`config.mk`:
```
export PLATFORM = sky130hd
export DESIGN_NAME = bbx_exec
export DESIGN_NICKNAME = d
export VERILOG_FILES = /design/src/bbx_pkg.sv /design/src/bbx_exec.sv
export SDC_FILE = /design/constraint.sdc
export NUM_CORES = 1
export LEC_CHECK = 0
export ABC_CLOCK_PERIOD_IN_PS = 8750
export BUFFER_PORTS_ARGS = -buffer_cell sky130_fd_sc_hd__buf_2
export CORE_UTILIZATION = 42
export CTS_BUF_LIST = sky130_fd_sc_hd__clkbuf_8
export DETAILED_ROUTE_END_ITERATION = 6
export SYNTH_ARGS = -nofsm -noshare
export SYNTH_HDL_FRONTEND = slang
export SYNTH_SLANG_ARGS = --single-unit
```
`constraint.sdc`:
```
create_clock -name core_clk -period 8.75 [get_ports core_clk]
set_input_delay 0 -clock core_clk [delete_from_list [all_inputs] [get_ports core_clk]]
set_output_delay 0 -clock core_clk [all_outputs]
set_load 0.02 [all_outputs]
```
`src/bbx_pkg.sv`:
```
/*
 * Shared constants and types of the bit-manipulation and branch executor.
 * Assumes an 8-bit core with a 16-bit program counter and byte-wide memory.
 */
package bbx_pkg;

    // opcodes with a fixed value
    localparam logic [7:0] OP_BIT_AND_CARRY = 8'h8B;
    localparam logic [7:0] OP_BIT_XOR_CARRY = 8'hAB;
    localparam logic [7:0] OP_BIT_OR_CARRY = 8'h6B;
    localparam logic [7:0] OP_CARRY_LOAD_BIT = 8'hCB;
    localparam logic [7:0] OP_MEM_BIT_INVERT = 8'h4B;
    localparam logic [7:0] OP_CARRY_STORE_BIT = 8'hEB;
    localparam logic [7:0] OP_BIT_TEST_DP = 8'h0C;
    localparam logic [7:0] OP_BIT_TEST_ABS = 8'h1C;
    localparam logic [7:0] OP_TEST_AND_CLEAR_MEM = 8'h5C;
    localparam logic [7:0] OP_TEST_AND_SET_MEM = 8'h3C;
    localparam logic [7:0] OP_ACC_BIT_CLEAR = 8'h2B;
    localparam logic [7:0] OP_ACC_BIT_SET = 8'h0B;
    localparam logic [7:0] OP_CARRY_CLEAR = 8'h20;
    localparam logic [7:0] OP_CARRY_SET = 8'hA0;
    localparam logic [7:0] OP_PAGE_FLAG_CLEAR = 8'h40;
    localparam logic [7:0] OP_PAGE_FLAG_SET = 8'hC0;
    localparam logic [7:0] OP_OVERFLOW_CLEAR = 8'h80;
    localparam logic [7:0] OP_BRANCH_CARRY_LOW = 8'h50;
    localparam logic [7:0] OP_BRANCH_CARRY_HIGH = 8'hD0;
    localparam logic [7:0] OP_BRANCH_ZERO_HIGH = 8'hF0;
    localparam logic [7:0] OP_BRANCH_ZERO_LOW = 8'h70;
    localparam logic [7:0] OP_BRANCH_NEGATIVE = 8'h90;
    localparam logic [7:0] OP_BRANCH_POSITIVE = 8'h10;
    localparam logic [7:0] OP_BRANCH_OVERFLOW_LOW = 8'h30;
    localparam logic [7:0] OP_BRANCH_OVERFLOW_HIGH = 8'hB0;

    // low nibbles of the bit-numbered opcode families
    localparam logic [3:0] LO_MEM_BIT = 4'h1;
    localparam logic [3:0] LO_BR_ACC = 4'h2;
    localparam logic [3:0] LO_BR_DP = 4'h3;

    // instruction lengths in bytes
    localparam logic [1:0] LEN_B1 = 2'h1;
    localparam logic [1:0] LEN_B2 = 2'h2;
    localparam logic [1:0] LEN_B3 = 2'h3;

    // cycle counts, short form is the not-taken count of a branch
    localparam logic [2:0] CYC_ILLEGAL = 3'h2;
    localparam logic [2:0] CYC_AND_CARRY = 3'h4;
    localparam logic [2:0] CYC_XOR_CARRY = 3'h5;
    localparam logic [2:0] CYC_OR_CARRY = 3'h5;
    localparam logic [2:0] CYC_LOAD_CARRY = 3'h4;
    localparam logic [2:0] CYC_BIT_INVERT = 3'h5;
    localparam logic [2:0] CYC_STORE_CARRY = 3'h6;
    localparam logic [2:0] CYC_BIT_TEST_DP = 3'h4;
    localparam logic [2:0] CYC_BIT_TEST_ABS = 3'h5;
    localparam logic [2:0] CYC_TEST_MEM = 3'h6;
    localparam logic [2:0] CYC_MEM_BIT = 3'h4;
    localparam logic [2:0] CYC_ACC_BIT = 3'h2;
    localparam logic [2:0] CYC_FLAG_OP = 3'h2;
    localparam logic [2:0] CYC_BRF_S = 3'h2;
    localparam logic [2:0] CYC_BRF_L = 3'h4;
    localparam logic [2:0] CYC_BBA_S = 3'h4;
    localparam logic [2:0] CYC_BBA_L = 3'h6;
    localparam logic [2:0] CYC_BBM_S = 3'h5;
    localparam logic [2:0] CYC_BBM_L = 3'h7;

    // sequence points inside an instruction
    localparam logic [2:0] RD_CYCLE = 3'h1;
    localparam logic [2:0] DATA_CYCLE = 3'h2;

    // direct page upper address bits above the page flag
    localparam logic [6:0] DP_PAGE_HI = 7'h00;

    // register map, fields and reset values
    localparam logic [1:0] REG_CTRL = 2'h0;
    localparam logic [1:0] REG_STATUS = 2'h1;
    localparam logic CTRL_EN_RST = 1'b1;
    localparam int CTRL_EN_BIT = 0;
    localparam int ST_BUSY_BIT = 0;
    localparam int ST_TAKEN_BIT = 1;
    localparam int ST_ILLEGAL_BIT = 2;

    // addressing modes
    localparam logic [1:0] AM_NONE = 2'h0;
    localparam logic [1:0] AM_BIT = 2'h1;
    localparam logic [1:0] AM_ABS = 2'h2;
    localparam logic [1:0] AM_DP = 2'h3;

    typedef struct packed {
        logic n, v, g, b, h, i, z, c;
    } bbx_flags_t;

    typedef struct packed {
        logic [7:0] opcode;
        logic [7:0] op1;
        logic [7:0] op2;
        logic [15:0] pc;
    } bbx_ins_t;

    typedef struct packed {
        logic done;
        logic illegal;
        logic taken;
        logic acc_we;
        logic [7:0] acc;
        logic flags_we;
        bbx_flags_t flags;
        logic [15:0] pc;
    } bbx_res_t;

    typedef enum logic [4:0] {
        K_ILL = 5'h00, K_CAND = 5'h01, K_CXOR = 5'h02, K_COR = 5'h03,
        K_CLD = 5'h04, K_MINV = 5'h05, K_CST = 5'h06, K_BITT = 5'h07,
        K_TCLR = 5'h08, K_TSET = 5'h09, K_MCLR = 5'h0A, K_MSET = 5'h0B,
        K_ACLR = 5'h0C, K_ASET = 5'h0D, K_FLAG = 5'h0E, K_BRF = 5'h0F,
        K_BBA = 5'h10, K_BBM = 5'h11
    } bbx_kind_t;

    typedef enum logic [0:0] {
        ST_IDLE = 1'b0,
        ST_RUN = 1'b1
    } bbx_state_t;

endpackage

```
`src/bbx_exec.sv`:
```
/*
 * Decode and execution of the bit-manipulation and conditional branch group.
 * Assumes the core offers one instruction at a time with its operand bytes,
 * and a data memory answering a read in the following cycle.
 */
// What this block does
// - bit AND carry sets carry to carry and bit, four cycles, three bytes.
// - bit test sets Z from A and M, N from M7, V from M6.
// - direct page bit clear and set force one bit, four cycles, flags kept.
// - accumulator bit clear and set force one bit, two cycles, flags kept.
// - one-byte flag ops clear or set carry and page flag, clear overflow.
// - bit XOR carry sets carry to carry xor bit, five cycles.
// - load carry copies the bit or its complement into carry.
// - bit invert flips the memory bit in place, five cycles, flags kept.
// - bit OR carry sets carry to carry or bit, five cycles.
// - store carry writes carry into the memory bit, six cycles.
// - test and clear sets N, Z from A minus M, writes M and not A.
// - test and set sets N, Z from A minus M, writes M or A.
// - branch on bit low jumps when the tested bit is zero.
// - branch on bit high jumps when the tested bit is one.
// - carry branches are two bytes, two cycles or four when taken.
// - zero flag branches are two bytes, two cycles or four when taken.
// - sign branches are two bytes, two cycles or four when taken.
// - overflow low branch jumps only while V is zero.
// - overflow high branch jumps only while V is one.
`timescale 1ns/100ps

module bbx_exec
    import bbx_pkg::*;
#(
    parameter int SEL_POS = 12,
    parameter int BITNO_LSB = 13,
    parameter int ADDR_W = 12
) (
    // clock and reset
    input wire logic core_clk,
    input wire logic resetn,
    // instruction request
    input wire logic ins_valid,
    input wire bbx_ins_t ins,
    output logic ins_ready,
    // core state at issue
    input wire logic [7:0] acc_now,
    input wire bbx_flags_t flags_now,
    // result to the core
    output bbx_res_t result,
    // data memory
    output logic [15:0] mem_addr,
    output logic mem_rd,
    output logic mem_wr,
    output logic [7:0] mem_wdata,
    input wire logic [7:0] mem_rdata,
    // register port
    input wire logic [1:0] reg_addr,
    input wire logic [7:0] reg_wdata,
    input wire logic reg_wr,
    input wire logic reg_rd,
    output logic [7:0] reg_rdata
);

    bbx_state_t state_r;
    bbx_ins_t ins_r;
    bbx_flags_t flg_r;
    bbx_flags_t flg_nxt;
    bbx_kind_t kind;
    logic [7:0] acc_r;
    logic [7:0] m_r;
    logic [2:0] cnt_r;
    logic en_r;
    logic taken_last_r;
    logic ill_last_r;
    logic [1:0] len;
    logic [1:0] amode;
    logic [2:0] cyc_s;
    logic [2:0] cyc_l;
    logic [2:0] fin;
    logic [2:0] bitno;
    logic [15:0] opw;
    logic [7:0] mask;
    logic [7:0] rel;
    logic [7:0] diff;
    logic [7:0] wr_byte;
    logic [7:0] acc_nxt;
    logic [15:0] pc_seq;
    logic [15:0] pc_nxt;
    logic inv_sel;
    logic mb;
    logic taken;
    logic wr_need;
    logic acc_we;
    logic flg_we;
    logic start;
    logic last;
    logic run;

    // request handshake
    assign run = (state_r == ST_RUN);
    assign ins_ready = !run && en_r;
    assign start = ins_valid && ins_ready;

    // operand word and bit selection
    assign opw = {ins_r.op2, ins_r.op1};
    assign inv_sel = opw[SEL_POS];
    assign mask = 8'h01 << bitno;
    assign diff = acc_r - m_r;

    // bit number comes from the operand word, the first operand byte or the opcode
    always_comb begin
        if (amode == AM_BIT) begin
            bitno = opw[BITNO_LSB +: 3];
        end else if (kind == K_ACLR || kind == K_ASET) begin
            bitno = ins_r.op1[2:0];
        end else begin
            bitno = ins_r.opcode[7:5];
        end
    end

    // opcode decode: kind, length, cycle counts, addressing
    always_comb begin
        kind = K_ILL;
        len = LEN_B1;
        cyc_s = CYC_ILLEGAL;
        cyc_l = CYC_ILLEGAL;
        amode = AM_NONE;
        if (ins_r.opcode[3:0] == LO_MEM_BIT) begin
            kind = ins_r.opcode[4] ? K_MCLR : K_MSET;
            len = LEN_B2;
            cyc_s = CYC_MEM_BIT;
            amode = AM_DP;
        end else if (ins_r.opcode[3:0] == LO_BR_ACC) begin
            kind = K_BBA;
            len = LEN_B2;
            cyc_s = CYC_BBA_S;
            cyc_l = CYC_BBA_L;
        end else if (ins_r.opcode[3:0] == LO_BR_DP) begin
            kind = K_BBM;
            len = LEN_B3;
            cyc_s = CYC_BBM_S;
            cyc_l = CYC_BBM_L;
            amode = AM_DP;
        end else begin
            unique case (ins_r.opcode)
                OP_BIT_AND_CARRY: begin
                    kind = K_CAND;
                    len = LEN_B3;
                    cyc_s = CYC_AND_CARRY;
                    amode = AM_BIT;
                end
                OP_BIT_XOR_CARRY: begin
                    kind = K_CXOR;
                    len = LEN_B3;
                    cyc_s = CYC_XOR_CARRY;
                    amode = AM_BIT;
                end
                OP_BIT_OR_CARRY: begin
                    kind = K_COR;
                    len = LEN_B3;
                    cyc_s = CYC_OR_CARRY;
                    amode = AM_BIT;
                end
                OP_CARRY_LOAD_BIT: begin
                    kind = K_CLD;
                    len = LEN_B3;
                    cyc_s = CYC_LOAD_CARRY;
                    amode = AM_BIT;
                end
                OP_MEM_BIT_INVERT: begin
                    kind = K_MINV;
                    len = LEN_B3;
                    cyc_s = CYC_BIT_INVERT;
                    amode = AM_BIT;
                end
                OP_CARRY_STORE_BIT: begin
                    kind = K_CST;
                    len = LEN_B3;
                    cyc_s = CYC_STORE_CARRY;
                    amode = AM_BIT;
                end
                OP_BIT_TEST_DP: begin
                    kind = K_BITT;
                    len = LEN_B2;
                    cyc_s = CYC_BIT_TEST_DP;
                    amode = AM_DP;
                end
                OP_BIT_TEST_ABS: begin
                    kind = K_BITT;
                    len = LEN_B3;
                    cyc_s = CYC_BIT_TEST_ABS;
                    amode = AM_ABS;
                end
                OP_TEST_AND_CLEAR_MEM: begin
                    kind = K_TCLR;
                    len = LEN_B3;
                    cyc_s = CYC_TEST_MEM;
                    amode = AM_ABS;
                end
                OP_TEST_AND_SET_MEM: begin
                    kind = K_TSET;
                    len = LEN_B3;
                    cyc_s = CYC_TEST_MEM;
                    amode = AM_ABS;
                end
                OP_ACC_BIT_CLEAR, OP_ACC_BIT_SET: begin
                    kind = (ins_r.opcode == OP_ACC_BIT_SET) ? K_ASET : K_ACLR;
                    len = LEN_B2;
                    cyc_s = CYC_ACC_BIT;
                end
                OP_CARRY_CLEAR, OP_CARRY_SET, OP_PAGE_FLAG_CLEAR,
                OP_PAGE_FLAG_SET, OP_OVERFLOW_CLEAR: begin
                    kind = K_FLAG;
                    cyc_s = CYC_FLAG_OP;
                end
                OP_BRANCH_CARRY_LOW, OP_BRANCH_CARRY_HIGH,
                OP_BRANCH_ZERO_HIGH, OP_BRANCH_ZERO_LOW,
                OP_BRANCH_NEGATIVE, OP_BRANCH_POSITIVE,
                OP_BRANCH_OVERFLOW_LOW, OP_BRANCH_OVERFLOW_HIGH: begin
                    kind = K_BRF;
                    len = LEN_B2;
                    cyc_s = CYC_BRF_S;
                    cyc_l = CYC_BRF_L;
                end
                default: begin
                    kind = K_ILL;
                end
            endcase
        end
    end

    // memory address for the operand byte, page flag picks the direct page
    always_comb begin
        unique case (amode)
            AM_BIT: mem_addr = 16'(opw[ADDR_W-1:0]);
            AM_ABS: mem_addr = opw;
            AM_DP: mem_addr = {DP_PAGE_HI, flg_r.g, ins_r.op1};
            AM_NONE: mem_addr = 16'h0000;
        endcase
    end
    assign mem_rd = run && (cnt_r == RD_CYCLE) && (amode != AM_NONE);

    // branch condition, bit branches test polarity from opcode bit 4
    always_comb begin
        taken = 1'b0;
        unique case (kind)
            K_BBA: taken = (acc_r[bitno] == !ins_r.opcode[4]);
            K_BBM: taken = (m_r[bitno] == !ins_r.opcode[4]);
            K_BRF: begin
                unique case (ins_r.opcode)
                    OP_BRANCH_CARRY_LOW: taken = !flg_r.c;
                    OP_BRANCH_CARRY_HIGH: taken = flg_r.c;
                    OP_BRANCH_ZERO_HIGH: taken = flg_r.z;
                    OP_BRANCH_ZERO_LOW: taken = !flg_r.z;
                    OP_BRANCH_NEGATIVE: taken = flg_r.n;
                    OP_BRANCH_POSITIVE: taken = !flg_r.n;
                    OP_BRANCH_OVERFLOW_LOW: taken = !flg_r.v;
                    OP_BRANCH_OVERFLOW_HIGH: taken = flg_r.v;
                    default: taken = 1'b0;
                endcase
            end
            default: taken = 1'b0;
        endcase
    end

    // last cycle of the instruction, long count only when taken
    assign fin = (taken ? cyc_l : cyc_s) - 3'h1;
    assign last = run && (cnt_r == fin);

    // signed offset on the following address
    assign rel = (kind == K_BBM) ? ins_r.op2 : ins_r.op1;
    assign pc_seq = ins_r.pc + 16'(len);
    assign pc_nxt = taken ? pc_seq + {{8{rel[7]}}, rel} : pc_seq;

    // byte written back, formed from the read data as it arrives
    always_comb begin
        wr_need = 1'b1;
        wr_byte = mem_rdata;
        unique case (kind)
            K_MINV: wr_byte = mem_rdata ^ mask;
            K_CST: wr_byte = flg_r.c ? (mem_rdata | mask) : (mem_rdata & ~mask);
            K_TCLR: wr_byte = mem_rdata & ~acc_r;
            K_TSET: wr_byte = mem_rdata | acc_r;
            K_MCLR: wr_byte = mem_rdata & ~mask;
            K_MSET: wr_byte = mem_rdata | mask;
            default: wr_need = 1'b0;
        endcase
    end

    // flag and accumulator results
    always_comb begin
        flg_nxt = flg_r;
        acc_nxt = acc_r;
        flg_we = 1'b0;
        acc_we = 1'b0;
        mb = m_r[bitno] ^ inv_sel;
        unique case (kind)
            K_CAND: begin
                flg_nxt.c = flg_r.c & mb;
                flg_we = 1'b1;
            end
            K_CXOR: begin
                flg_nxt.c = flg_r.c ^ mb;
                flg_we = 1'b1;
            end
            K_COR: begin
                flg_nxt.c = flg_r.c | mb;
                flg_we = 1'b1;
            end
            K_CLD: begin
                flg_nxt.c = mb;
                flg_we = 1'b1;
            end
            K_BITT: begin
                flg_nxt.z = ((acc_r & m_r) == 8'h00);
                flg_nxt.n = m_r[7];
                flg_nxt.v = m_r[6];
                flg_we = 1'b1;
            end
            K_TCLR, K_TSET: begin
                flg_nxt.n = diff[7];
                flg_nxt.z = (diff == 8'h00);
                flg_we = 1'b1;
            end
            K_ACLR: begin
                acc_nxt = acc_r & ~mask;
                acc_we = 1'b1;
            end
            K_ASET: begin
                acc_nxt = acc_r | mask;
                acc_we = 1'b1;
            end
            K_FLAG: begin
                flg_we = 1'b1;
                unique case (ins_r.opcode)
                    OP_CARRY_CLEAR: flg_nxt.c = 1'b0;
                    OP_CARRY_SET: flg_nxt.c = 1'b1;
                    OP_PAGE_FLAG_CLEAR: flg_nxt.g = 1'b0;
                    OP_PAGE_FLAG_SET: flg_nxt.g = 1'b1;
                    default: flg_nxt.v = 1'b0;
                endcase
            end
            default: begin
                flg_we = 1'b0;
            end
        endcase
    end

    // sequencing: cycle 0 takes the request, the count ends at fin
    always_ff @(posedge core_clk) begin
        if (!resetn) begin
            state_r <= ST_IDLE;
            cnt_r <= 3'h0;
        end else if (start) begin
            state_r <= ST_RUN;
            cnt_r <= 3'h1;
        end else if (last) begin
            state_r <= ST_IDLE;
            cnt_r <= 3'h0;
        end else if (run) begin
            cnt_r <= cnt_r + 3'h1;
        end
    end

    // instruction and core state captured at issue
    always_ff @(posedge core_clk) begin
        if (!resetn) begin
            ins_r <= '0;
            acc_r <= 8'h00;
            flg_r <= '0;
        end else if (start) begin
            ins_r <= ins;
            acc_r <= acc_now;
            flg_r <= flags_now;
        end
    end

    // operand byte held once read
    always_ff @(posedge core_clk) begin
        if (!resetn) begin
            m_r <= 8'h00;
        end else if (run && cnt_r == DATA_CYCLE) begin
            m_r <= mem_rdata;
        end
    end

    // write-back one cycle after the data arrives
    always_ff @(posedge core_clk) begin
        if (!resetn) begin
            mem_wr <= 1'b0;
            mem_wdata <= 8'h00;
        end else begin
            mem_wr <= run && (cnt_r == DATA_CYCLE) && wr_need;
            if (run && cnt_r == DATA_CYCLE) begin
                mem_wdata <= wr_byte;
            end
        end
    end

    // result word, done is a one-cycle pulse
    always_ff @(posedge core_clk) begin
        if (!resetn) begin
            result <= '0;
        end else if (last) begin
            result.done <= 1'b1;
            result.illegal <= (kind == K_ILL);
            result.taken <= taken;
            result.acc_we <= acc_we;
            result.acc <= acc_nxt;
            result.flags_we <= flg_we;
            result.flags <= flg_nxt;
            result.pc <= pc_nxt;
        end else begin
            result.done <= 1'b0;
            result.acc_we <= 1'b0;
            result.flags_we <= 1'b0;
        end
    end

    // status of the last instruction
    always_ff @(posedge core_clk) begin
        if (!resetn) begin
            taken_last_r <= 1'b0;
            ill_last_r <= 1'b0;
        end else if (last) begin
            taken_last_r <= taken;
            ill_last_r <= (kind == K_ILL);
        end
    end

    // control register write
    always_ff @(posedge core_clk) begin
        if (!resetn) begin
            en_r <= CTRL_EN_RST;
        end else if (reg_wr && reg_addr == REG_CTRL) begin
            en_r <= reg_wdata[CTRL_EN_BIT];
        end
    end

    // register read, data stands only in the cycle after the strobe
    always_ff @(posedge core_clk) begin
        if (!resetn) begin
            reg_rdata <= 8'h00;
        end else begin
            reg_rdata <= 8'h00;
            if (reg_rd && reg_addr == REG_CTRL) begin
                reg_rdata[CTRL_EN_BIT] <= en_r;
            end else if (reg_rd && reg_addr == REG_STATUS) begin
                reg_rdata[ST_BUSY_BIT] <= run;
                reg_rdata[ST_TAKEN_BIT] <= taken_last_r;
                reg_rdata[ST_ILLEGAL_BIT] <= ill_last_r;
            end
        end
    end

endmodule

```
==> results of run 1 <==
area by class of cell:
type,instances,share of cell area [%]
Tap cell,234,2.94
Clock inverter,14,2.09
Timing Repair Buffer,218,14.8
Sequential cell,118,23.7
Multi-Input combinational cell,809,51.8
Clock buffer,18,2.48
Inverter,61,2.30
final timing paths:
kind | end | slack [ns] | cells after the start
worst max-delay path | result[14] | 3.16 | 20
worst min-delay path | result[10] | 0.11 | 3
worst max register to register | result[14] | 3.16 | 20
worst min register to register | flg_nxt[2] | 0.46 | 2
flip-flops by register name, summed over array words and instances (netlist names):
name / flops
en_r: 1
ins_r: 40
flg_r: 5
flg_nxt: 3
result: 35
reg_rdata: 3
m_r: 8
mem_wdata: 8
ill_last_r: 1
mem_wr: 1
run: 1
cnt_r: 3
taken_last_r: 1
acc_r: 8
per-layer routing:
layer / part of all wire [%] / vias up / global-route usage, %
li1: - / 4051 / -
met1: 50 / 3698 / 37.4
met2: 42 / 279 / 36.7
met3: 6.3 / 25 / 4.59
met4: 1.6 / 0 / 7.15
met5: 0 / - / 0
logic make-up (layout without fill, tap and decap cells):
group,after synthesis,count (layout)
adders and majority gates,58,58
other,1,5
AOI/OAI and AO/OA,296,296
muxes,37,37
DFF,118,118
xor gates and xnor gates,35,35
buffers and inverters,132,311
and+or+nand+nor,378,378
per-stage QoR:
step	power [mW]	cells	utilization, %
final	1.56	1472	53.1
after global routing	1.63	1472	53.1
after CTS	1.56	1472	53.1
after detailed placement	0.950	1368	46.9
after global placement	0.946	1368	46.9
after floorplan	0.858	1059	-
synth_stat cells (16+ instances only):
| cell | n |
|---|---|
| mux2i_1 | 28 |
| nor3_1 | 17 |
| nor2_1 | 79 |
| xnor2_1 | 19 |
| a221oi_1 | 16 |
| ha_1 | 54 |
| nand2_1 | 180 |
| inv_1 | 61 |
| xor2_1 | 16 |
| clkbuf_1 | 42 |
| a21oi_1 | 100 |
| a31oi_1 | 24 |
| dfxtp_1 | 118 |
| nand3_1 | 17 |
| o21ai_0 | 57 |
power by group through the flow:
| stage | Combinational (mW) | Sequential (mW) | Clock, mW |
|---|---|---|---|
| detailed placement | 0.334 | 0.616 | 0 |
| global placement | 0.331 | 0.615 | 0 |
| finish | 0.362 | 0.604 | 0.589 |
| global route | 0.401 | 0.609 | 0.624 |
| floorplan | 0.251 | 0.607 | 0 |
| CTS | 0.360 | 0.603 | 0.598 |
worst max-delay path, stage by stage, from the launching register on:
cell and delay (ns):
dfxtp_1 0.77, inv_1 0.26, maj3_1 0.40, nand2b_1 0.30, nor2_1 0.19, nor2_1 0.13
nand2_1 0.13, inv_1 0.06, fa_1 0.48, nor2_1 0.16, xor2_1 0.22, ha_1 0.33
nand3_1 0.11, o2111ai_1 0.23, o21ai_0 0.31, a31oi_1 0.19, or4_1 0.43, a31oi_1 0.21
xnor2_1 0.17, nor2_1 0.08, o41ai_2 0.33
==> flow_metrics.py, run 1 <==
metrics = {
    "worst_hold_path": {
        "holdCritStartpoint": "resetn",
        "min_path_type": "in -> reg",
    },
    "clocking": {
        "clock_sinks": 118,
        "cts_resized": 0,
        "clockBufferDepth": 2,
        "root_buffer": "clkbuf_8",
        "cts_setup_buffers": 0,
        "cts.clk_slew.worst_paths_ns": 0.07,
        "cts_htree_levels": 4,
        "ctsHoldBuffers": 72,
        "insertion_delay_ns": 0.47,
        "cts_tree": "yes",
        "numCtsBuffers": 17,
    },
    "floorplanning": {
        "core_area_um2": 18800,
        "io_pins": 151,
        "die_h_um": 141,
        "initial_core_util_pct": 43.1,
        "die_area_um2": 19800,
        "die_width_um": 141,
        "rows": 50,
    },
    "final_layout": {
        "mostFrequentLayoutCells": "nand2_1 (179), buf_2 (138), dfxtp_1 (118), a21oi_1 (100), nor2_1 (79)",
        "area.growth.synth_to_final_pct": 23.3,
        "drive_gt1_share_pct": 17.0,
        "fillerInstances": 1842,
        "fin_area_um2": 9970,
        "final_common_cell": "nand2_1",
        "nets": 1360,
        "antenna_cells": 0,
        "area.sequential_um2": 2360,
        "multi_input_area_um2": 5160,
    },
    "timing": {
        "worst_pin_slew_ns": 1.25,
        "setup_viol": 0,
        "max_freq_mhz": 179,
        "tns_ns": 0,
        "finalClockSkew_ns": 0.0190,
        "relSlewSlack_pct": 16.0,
        "finalCritPeriodShare_pct": 63.8,
        "holdWs_ns": 0.106,
        "fin_ws_ns": 3.16,
        "hold_viol": 0,
        "fin_crit_ns": 5.59,
        "report.final.slew_viol_count": 0,
        "rsz0062_at_grt": "no",
    },
    "power_and_ir_drop": {
        "seqPwrFrac_pct": 38.8,
        "power_frac_comb_pct": 23.3,
        "max-vdd-ir-drop_mv": 0.119,
        "clockPowerShare_pct": 37.9,
        "switching_share_pct": 32.0,
        "power_density_nw_per_um2": 156,
        "power_leakage_nw": 4.31,
        "switching_power_uw": 497,
        "internal-power_mw": 1.06,
    },
    "yosys": {
        "synthArstFlopShare_pct": 0,
        "synth-compound-area-share_pct": 23.8,
        "synth_top_family_by_area": "compound AO/OA/AOI/OAI gates",
        "synth_seq_area_share_pct": 29.2,
        "synth_xor_xnor_area_share_pct": 3.79,
        "synth_cell_types": 83,
        "netlist_instances": 1055,
        "synth_area_um2": 8090,
        "synth-simple-area-share_pct": 21.8,
        "postSynthAreaPerCell_um2": 7.67,
        "yosys-top-cells-area": "dfxtp_1 (29%), ha_1 (8.4%), nand2_1 (8.4%), a21oi_1 (6.2%), nor2_1 (3.7%)",
        "yosys.area.top_type": "dfxtp_1",
        "synth_ff_type": "dfxtp_1",
        "ys_seq_elements": 118,
        "synth_top_area_share_pct": 29.2,
        "synth-adder-area-share_pct": 9.09,
        "synth-edff-count": 0,
        "yosysWarnings": 0,
        "synth.mux.area_fraction_pct": 4.86,
    },
    "worst_setup_path": {
        "path_class": "reg -> reg",
        "worstPathMaxFanout": 17,
        "start_kind": "register",
        "required_ns": 9.11,
        "critical_path_arrival_ns": 5.95,
        "end_kind": "register",
        "r2r_start": "ins_r[36]",
        "startpoint": "ins_r[36]",
    },
    "placement": {
        "globalplace.congestion": 0.943,
        "hpwl_mm": 17.3,
        "dp_slack_ns": 3.30,
        "place_area_um2": 8800,
        "io_buffer_count": 138,
    },
    "route": {
        "via_per_inst": 5.47,
        "avgRoutedWirePerCell_um": 16.8,
        "routed_wl_mm": 24.7,
        "drtIter0Drc": 599,
        "drtAntennaViolNets": 0,
        "route.vias.total": 8053,
        "first_pass_iters": 7,
        "drc": 0,
    },
    "global_route": {
        "grt_pass1_vias": 7211,
        "antenna_found_initial": 0,
        "grt_first_pass_wirelength_mm": 39.0,
        "grt.total_usage_pct": 25.2,
        "grt_overflow": 0,
        "grt_max_degree": 85,
    },
    "run": {
        "cap_violations": 0,
    },
    "status": {
        "status": "finished clean",
    },
}
Power figures use the tool's default switching activity.
==> run 2: changes to the inputs <==
- ABC_CLOCK_PERIOD_IN_PS: 8750 -> 4500
- PLACE_DENSITY: default -> 0.66
- clock period: 8.75 -> 4.5 ns (I/O delays scaled with it)
==> flow_metrics.py, run 2 (synthesis results as in run 1) <==
metrics = {
    "worst_setup_path": {
        "max_stage_delay_ns": 0.51,
        "timing.rr.end": "result[14]",
        "r2r_start": "ins_r[32]",
        "start_kind": "register",
        "required_ns": 4.85,
        "end_kind": "register",
        "reg2reg_depth": 18,
        "worstPathMaxFanout": 5,
        "path_class": "reg -> reg",
        "crit_top_cell": "xnor2_1",
        "reg2reg_slack_ns": 0.07,
        "critical_path_arrival_ns": 4.78,
        "cp_slowest_cell": "or4_1",
        "worstPathCellList": "nand4bb_4 > or3_4 > nor2_4 > a211oi_1 > nand2_2 > inv_1 > fa_2 > xnor2_1 > ha_1 > a21oi_4 > o2111ai_4 > o21ai_2 > a31oi_1 > or4_1 > a31oi_2 > xnor2_1 > nor3_1 > o41ai_2",
    },
    "final_layout": {
        "area.sequential_um2": 2370,
        "drive_gt1_share_pct": 23.8,
        "area.growth.synth_to_final_pct": 31.6,
        "fin_area_um2": 10600,
        "final_common_cell": "nand2_1",
        "multi_input_area_um2": 5450,
        "mostFrequentLayoutCells": "nand2_1 (177), buf_2 (138), dfxtp_1 (115), a21oi_1 (99)",
        "reg_top3": "ins_r x40, result x35",
        "fillerInstances": 1765,
        "largest_register": "ins_r",
        "antenna_cells": 0,
        "nets": 1420,
        "largest_reg_flops": 40,
    },
    "clocking": {
        "cts_htree_levels": 4,
        "numCtsBuffers": 17,
        "cts.clk_slew.worst_paths_ns": 0.07,
        "cts_tree": "yes",
        "insertion_delay_ns": 0.44,
        "clock_sinks": 118,
        "clockBufferDepth": 2,
        "root_buffer": "clkbuf_8",
    },
    "timing": {
        "max_freq_mhz": 226,
        "worst_pin_slew_ns": 1.24,
        "finalClockSkew_ns": 0.0142,
        "finalCritPeriodShare_pct": 98.4,
        "relSlewSlack_pct": 16.7,
        "rsz0062_at_grt": "yes",
        "hold_viol": 0,
        "fin_ws_ns": 0.0736,
        "report.final.slew_viol_count": 0,
        "setup_viol": 0,
        "fin_crit_ns": 4.43,
    },
    "global_route": {
        "grt_first_pass_wirelength_mm": 40.5,
        "grt_pass1_vias": 7686,
        "grt.total_usage_pct": 26.0,
        "grt_overflow": 0,
        "antenna_found_initial": 0,
        "grt_max_degree": 60,
    },
    "floorplanning": {
        "die_area_um2": 19800,
        "die_h_um": 141,
        "die_width_um": 141,
        "io_pins": 151,
        "core_area_um2": 18800,
        "rows": 50,
        "initial_core_util_pct": 43.1,
    },
    "route": {
        "drtAntennaViolNets": 0,
        "via_per_inst": 5.47,
        "avgRoutedWirePerCell_um": 16.9,
        "route.vias.total": 8371,
        "drtIter0Drc": 710,
        "routed_wl_mm": 25.9,
        "first_pass_iters": 7,
        "drc": 0,
    },
    "placement": {
        "hpwl_mm": 18.3,
        "io_buffer_count": 138,
        "place_area_um2": 9200,
        "dp_slack_ns": 0.0592,
        "globalplace.congestion": 0.933,
    },
    "worst_hold_path": {
        "hold_path_depth": 3,
        "min_path_type": "in -> reg",
        "whs_endpoint": "result[0]",
        "holdCritStartpoint": "resetn",
    },
    "power_and_ir_drop": {
        "max-vdd-ir-drop_mv": 0.189,
        "power_leakage_nw": 4.64,
        "power_density_nw_per_um2": 278,
    },
    "status": {
        "status": "finished clean",
    },
    "run": {
        "cap_violations": 0,
    },
}
-- run 2: changes by cell type in the layout (fill, tap and decap cells not counted), sizes merged --
| cell | before | now |
|---|---|---|
| buf | 146 | 206 |
| clkinv | 5 | 8 |
| bufinv | 5 | 3 |
| clkinvlp | 2 | 0 |
| clkbuf | 18 | 17 |
| inv | 63 | 64 |
-- run 2: stage by stage --
stage / hold slack, ns / total power [mW] / cells / util (%) / TNS [ns]
after global routing: 0.126 / 3.10 / 1531 / 56.7 / -0.123
final: 0.112 / 2.96 / 1531 / 56.7 / 0
after CTS: 0.0908 / 2.91 / 1522 / 54.9 / 0
after floorplan: 0.0793 / 1.67 / 1059 / - / 0
after detailed placement: 0.202 / 1.89 / 1419 / 49.0 / 0
after global placement: 0.203 / 1.88 / 1419 / 49.0 / 0
-- run 2: worst max-delay path by stage --
stage	startpoint	cells past startpoint	slack, ns	to
after global routing	ins_r[32]	20	-0.11	result[14]
after global placement	ins_r[36]	17	0.13	result[15]
after floorplan	ins_r[39]	22	0.003	result[14]
final	ins_r[32]	18	0.07	result[14]
after CTS	ins_r[36]	19	0.03	result[15]
after detailed placement	ins_r[35]	20	0.06	result[14]
-- run 2: layout make-up --
type / instances / area share [%]
sequential: 118 / 22.2
timing repair buffer: 278 / 18.2
clock inverter: 14 / 1.36
tap: 234 / 2.75
multi-input combinational: 809 / 51.2
clock buffer: 17 / 2.20
inverter: 61 / 2.15
-- run 2: where the power goes --
| part | switching (mW) | total, mW | leakage, nW | internal [mW] |
|---|---|---|---|---|
| registers | 0.0630 | 1.16 | 0.962 | 1.10 |
| clock network | 0.448 | 0.979 | 0.212 | 0.531 |
| logic | 0.466 | 0.815 | 3.46 | 0.349 |
| total | 0.977 | 2.96 | 4.64 | 1.98 |
-- run 2: worst max-delay path, delay by kind of cell (launching register included) --
kind / cells / cell delay (ns)
compound gates: 7 / 1.27
xor+xnor: 2 / 0.42
fa+ha+maj: 2 / 0.74
buf+inv: 1 / 0.06
flops: 1 / 0.34
simple gates: 6 / 1.50
-- run 2: routing by layer --
layer  global-route usage (%)  share of wire [%]  vias to the layer above
met5                        0                  0                        -
met4                     7.84                1.8                        0
met3                     4.99                6.7                       29
met2                     39.0                 44                      283
met1                     37.4                 48                     3896
li1                         -                  -                     4163
-- run 2: repair_timing --
| item | 4_1_cts | 5_1_grt |
|---|---|---|
| setup buffers | 0 | 9 |
| endpoints found under the hold margin | 76 | 0 |
| hold buffers | 72 | 0 |
| endpoints found under the setup margin | 0 | 41 |
| gates resized for setup | 0 | 53 |
==> run 3: changes to the inputs <==
- ABC_CLOCK_PERIOD_IN_PS: 4500 -> 4010
- CORE_MARGIN: default -> 2
- clock period: 4.5 -> 4.01 ns (I/O delays scaled with it)
==> flow_metrics.py, run 3 (synthesis results as in run 1) <==
metrics = {
    "clocking": {
        "cts_tree": "yes",
        "numCtsBuffers": 17,
        "root_buffer": "clkbuf_8",
        "clock_sinks": 118,
        "cts.clk_slew.worst_paths_ns": 0.08,
        "clockBufferDepth": 2,
        "insertion_delay_ns": 0.46,
        "cts_htree_levels": 4,
    },
    "final_layout": {
        "reg_top3": "ins_r x40, result x35",
        "area.growth.synth_to_final_pct": 47.6,
        "nets": 1522,
        "antenna_cells": 0,
        "multi_input_area_um2": 5790,
        "mostFrequentLayoutCells": "nand2_1 (171), buf_4 (147), buf_2 (138), dfxtp_1 (113), a21oi_1 (92)",
        "fillerInstances": 1615,
        "largest_reg_flops": 40,
        "area.sequential_um2": 2370,
        "final_common_cell": "nand2_1",
        "drive_gt1_share_pct": 33.1,
        "stdcell_count": 1660,
        "largest_register": "ins_r",
    },
    "global_route": {
        "grt_max_degree": 60,
        "grt_first_pass_wirelength_mm": 43.2,
        "grt_pass1_vias": 8228,
        "grt.total_usage_pct": 26.9,
        "antenna_found_initial": 0,
        "grt_overflow": 0,
    },
    "worst_setup_path": {
        "max_stage_delay_ns": 0.40,
        "required_ns": 4.37,
        "end_kind": "register",
        "critical_path_arrival_ns": 4.78,
        "worstPathMaxFanout": 3,
        "path_class": "reg -> reg",
        "start_kind": "register",
        "worstPathCellList": "buf_4 > nand4bb_4 > or3_4 > nor2_4 > nor2_4 > nor2_4 > nand2_2 > ha_4 > a21o_1 > buf_4 > nand2_2 > xnor2_2 > ha_4 > nand3_4 > o2111ai_4 > o21ai_2 > a31oi_1 > or4_1 > a31oi_1 > xnor2_1 > nor2_1 > o41ai_2",
        "cp_slowest_cell": "or3_4",
        "crit_top_cell": "nor2_4",
    },
    "power_and_ir_drop": {
        "power_density_nw_per_um2": 299,
        "switching_share_pct": 34.6,
        "seqPwrFrac_pct": 36.4,
        "clockPowerShare_pct": 31.0,
        "internal-power_mw": 2.34,
        "max-vdd-ir-drop_mv": 0.230,
        "power_frac_comb_pct": 32.6,
        "switching_power_mw": 1.24,
        "fin_total_pwr_mw": 3.57,
        "power_leakage_nw": 5.22,
    },
    "timing": {
        "fin_crit_ns": 4.42,
        "relSlewSlack_pct": 21.8,
        "hold_viol": 0,
        "holdWs_ns": 0.0991,
        "report.final.slew_viol_count": 0,
        "setup_viol": 33,
        "max_freq_mhz": 226,
        "rsz0062_at_grt": "yes",
        "worst_pin_slew_ns": 1.17,
        "fin_ws_ns": -0.413,
        "finalCritPeriodShare_pct": 110,
        "tns_ns": -3.94,
        "finalClockSkew_ns": 0.0115,
    },
    "floorplanning": {
        "die_width_um": 143,
        "die_h_um": 143,
        "core_area_um2": 18800,
        "io_pins": 151,
        "die_area_um2": 20400,
        "initial_core_util_pct": 43.0,
        "rows": 50,
    },
    "worst_hold_path": {
        "min_path_type": "in -> reg",
    },
    "route": {
        "avgRoutedWirePerCell_um": 17.4,
        "drtIter0Drc": 863,
        "drc": 0,
        "route.vias.total": 9083,
        "first_pass_iters": 5,
        "routed_wl_mm": 28.9,
        "via_per_inst": 5.47,
        "drtAntennaViolNets": 0,
    },
    "status": {
        "violations": "negative setup slack",
        "status": "finished with violations",
    },
    "placement": {
        "placed_cells": 1517,
        "hpwl_mm": 19.7,
        "dp_slack_ns": -0.365,
        "io_buffer_count": 138,
        "globalplace.congestion": 0.991,
    },
    "run": {
        "cap_violations": 0,
    },
}
[run 3: power groups by stage]
stage | Sequential [mW] | Combinational (mW) | Clock, mW
floorplan | 1.32 | 0.555 | 0
global placement | 1.32 | 0.881 | 0
detailed placement | 1.32 | 0.895 | 0
CTS | 1.30 | 0.997 | 1.12
global route | 1.31 | 1.25 | 1.17
finish | 1.30 | 1.16 | 1.11
[run 3: cell type report]
type                       count  area share (%)
timing repair buffer         380            23.8
multi-input combinational    809            48.4
sequential                   118            19.9
clock inverter                15            1.31
clock buffer                  17            1.96
inverter                      61            1.92
tap                          260            2.72
[run 3: per-layer routing]
metal / wire length (um) / global-route usage, % / vias to the layer above
met5: 0 / 0 / -
met2: 12900 / 41.4 / 422
li1: - / - / 4387
met3: 2110 / 3.62 / 58
met4: 702 / 8.34 / 0
met1: 13200 / 39.0 / 4216
[run 3: worst paths after layout]
check | startpoint | to | slack (ns) | cells after the start
setup / recovery | ins_r[35] | result[14] | -0.41 | 22
setup reg to reg | ins_r[35] | result[14] | -0.41 | 22
hold reg to reg | result[14] | result[14] | 0.46 | 2
hold / removal | resetn | result[0] | 0.1 | 3
[run 3: critical path, delay by kind of cell, from the launching register on]
| family | cells | cell delay, ns |
|---|---|---|
| adder cells (fa/ha/maj) | 2 | 0.54 |
| buffers and inverters | 2 | 0.27 |
| AND/OR/NAND/NOR | 10 | 1.57 |
| AO/OA/AOI/OAI | 6 | 1.10 |
| XOR/XNOR | 2 | 0.48 |
| flip-flops | 1 | 0.34 |
[run 3: what timing repair did]
item | CTS | global route
hold buffers | 72 | 0
gates cloned | 0 | 5
endpoints found under the hold margin | 76 | 0
resized for setup | 40 | 100
setup endpoints to repair | 40 | 41
pin swaps | 30 | 44
buffers inserted | 14 | 23
[run 3: through the flow]
stage	util, %	area, um2
5_1_grt	63.4	11900
3_5_place_dp	52.2	9830
2_1_floorplan	-	8170
3_3_place_gp	52.2	9830
6_report	63.4	11900
4_1_cts	59.8	11300
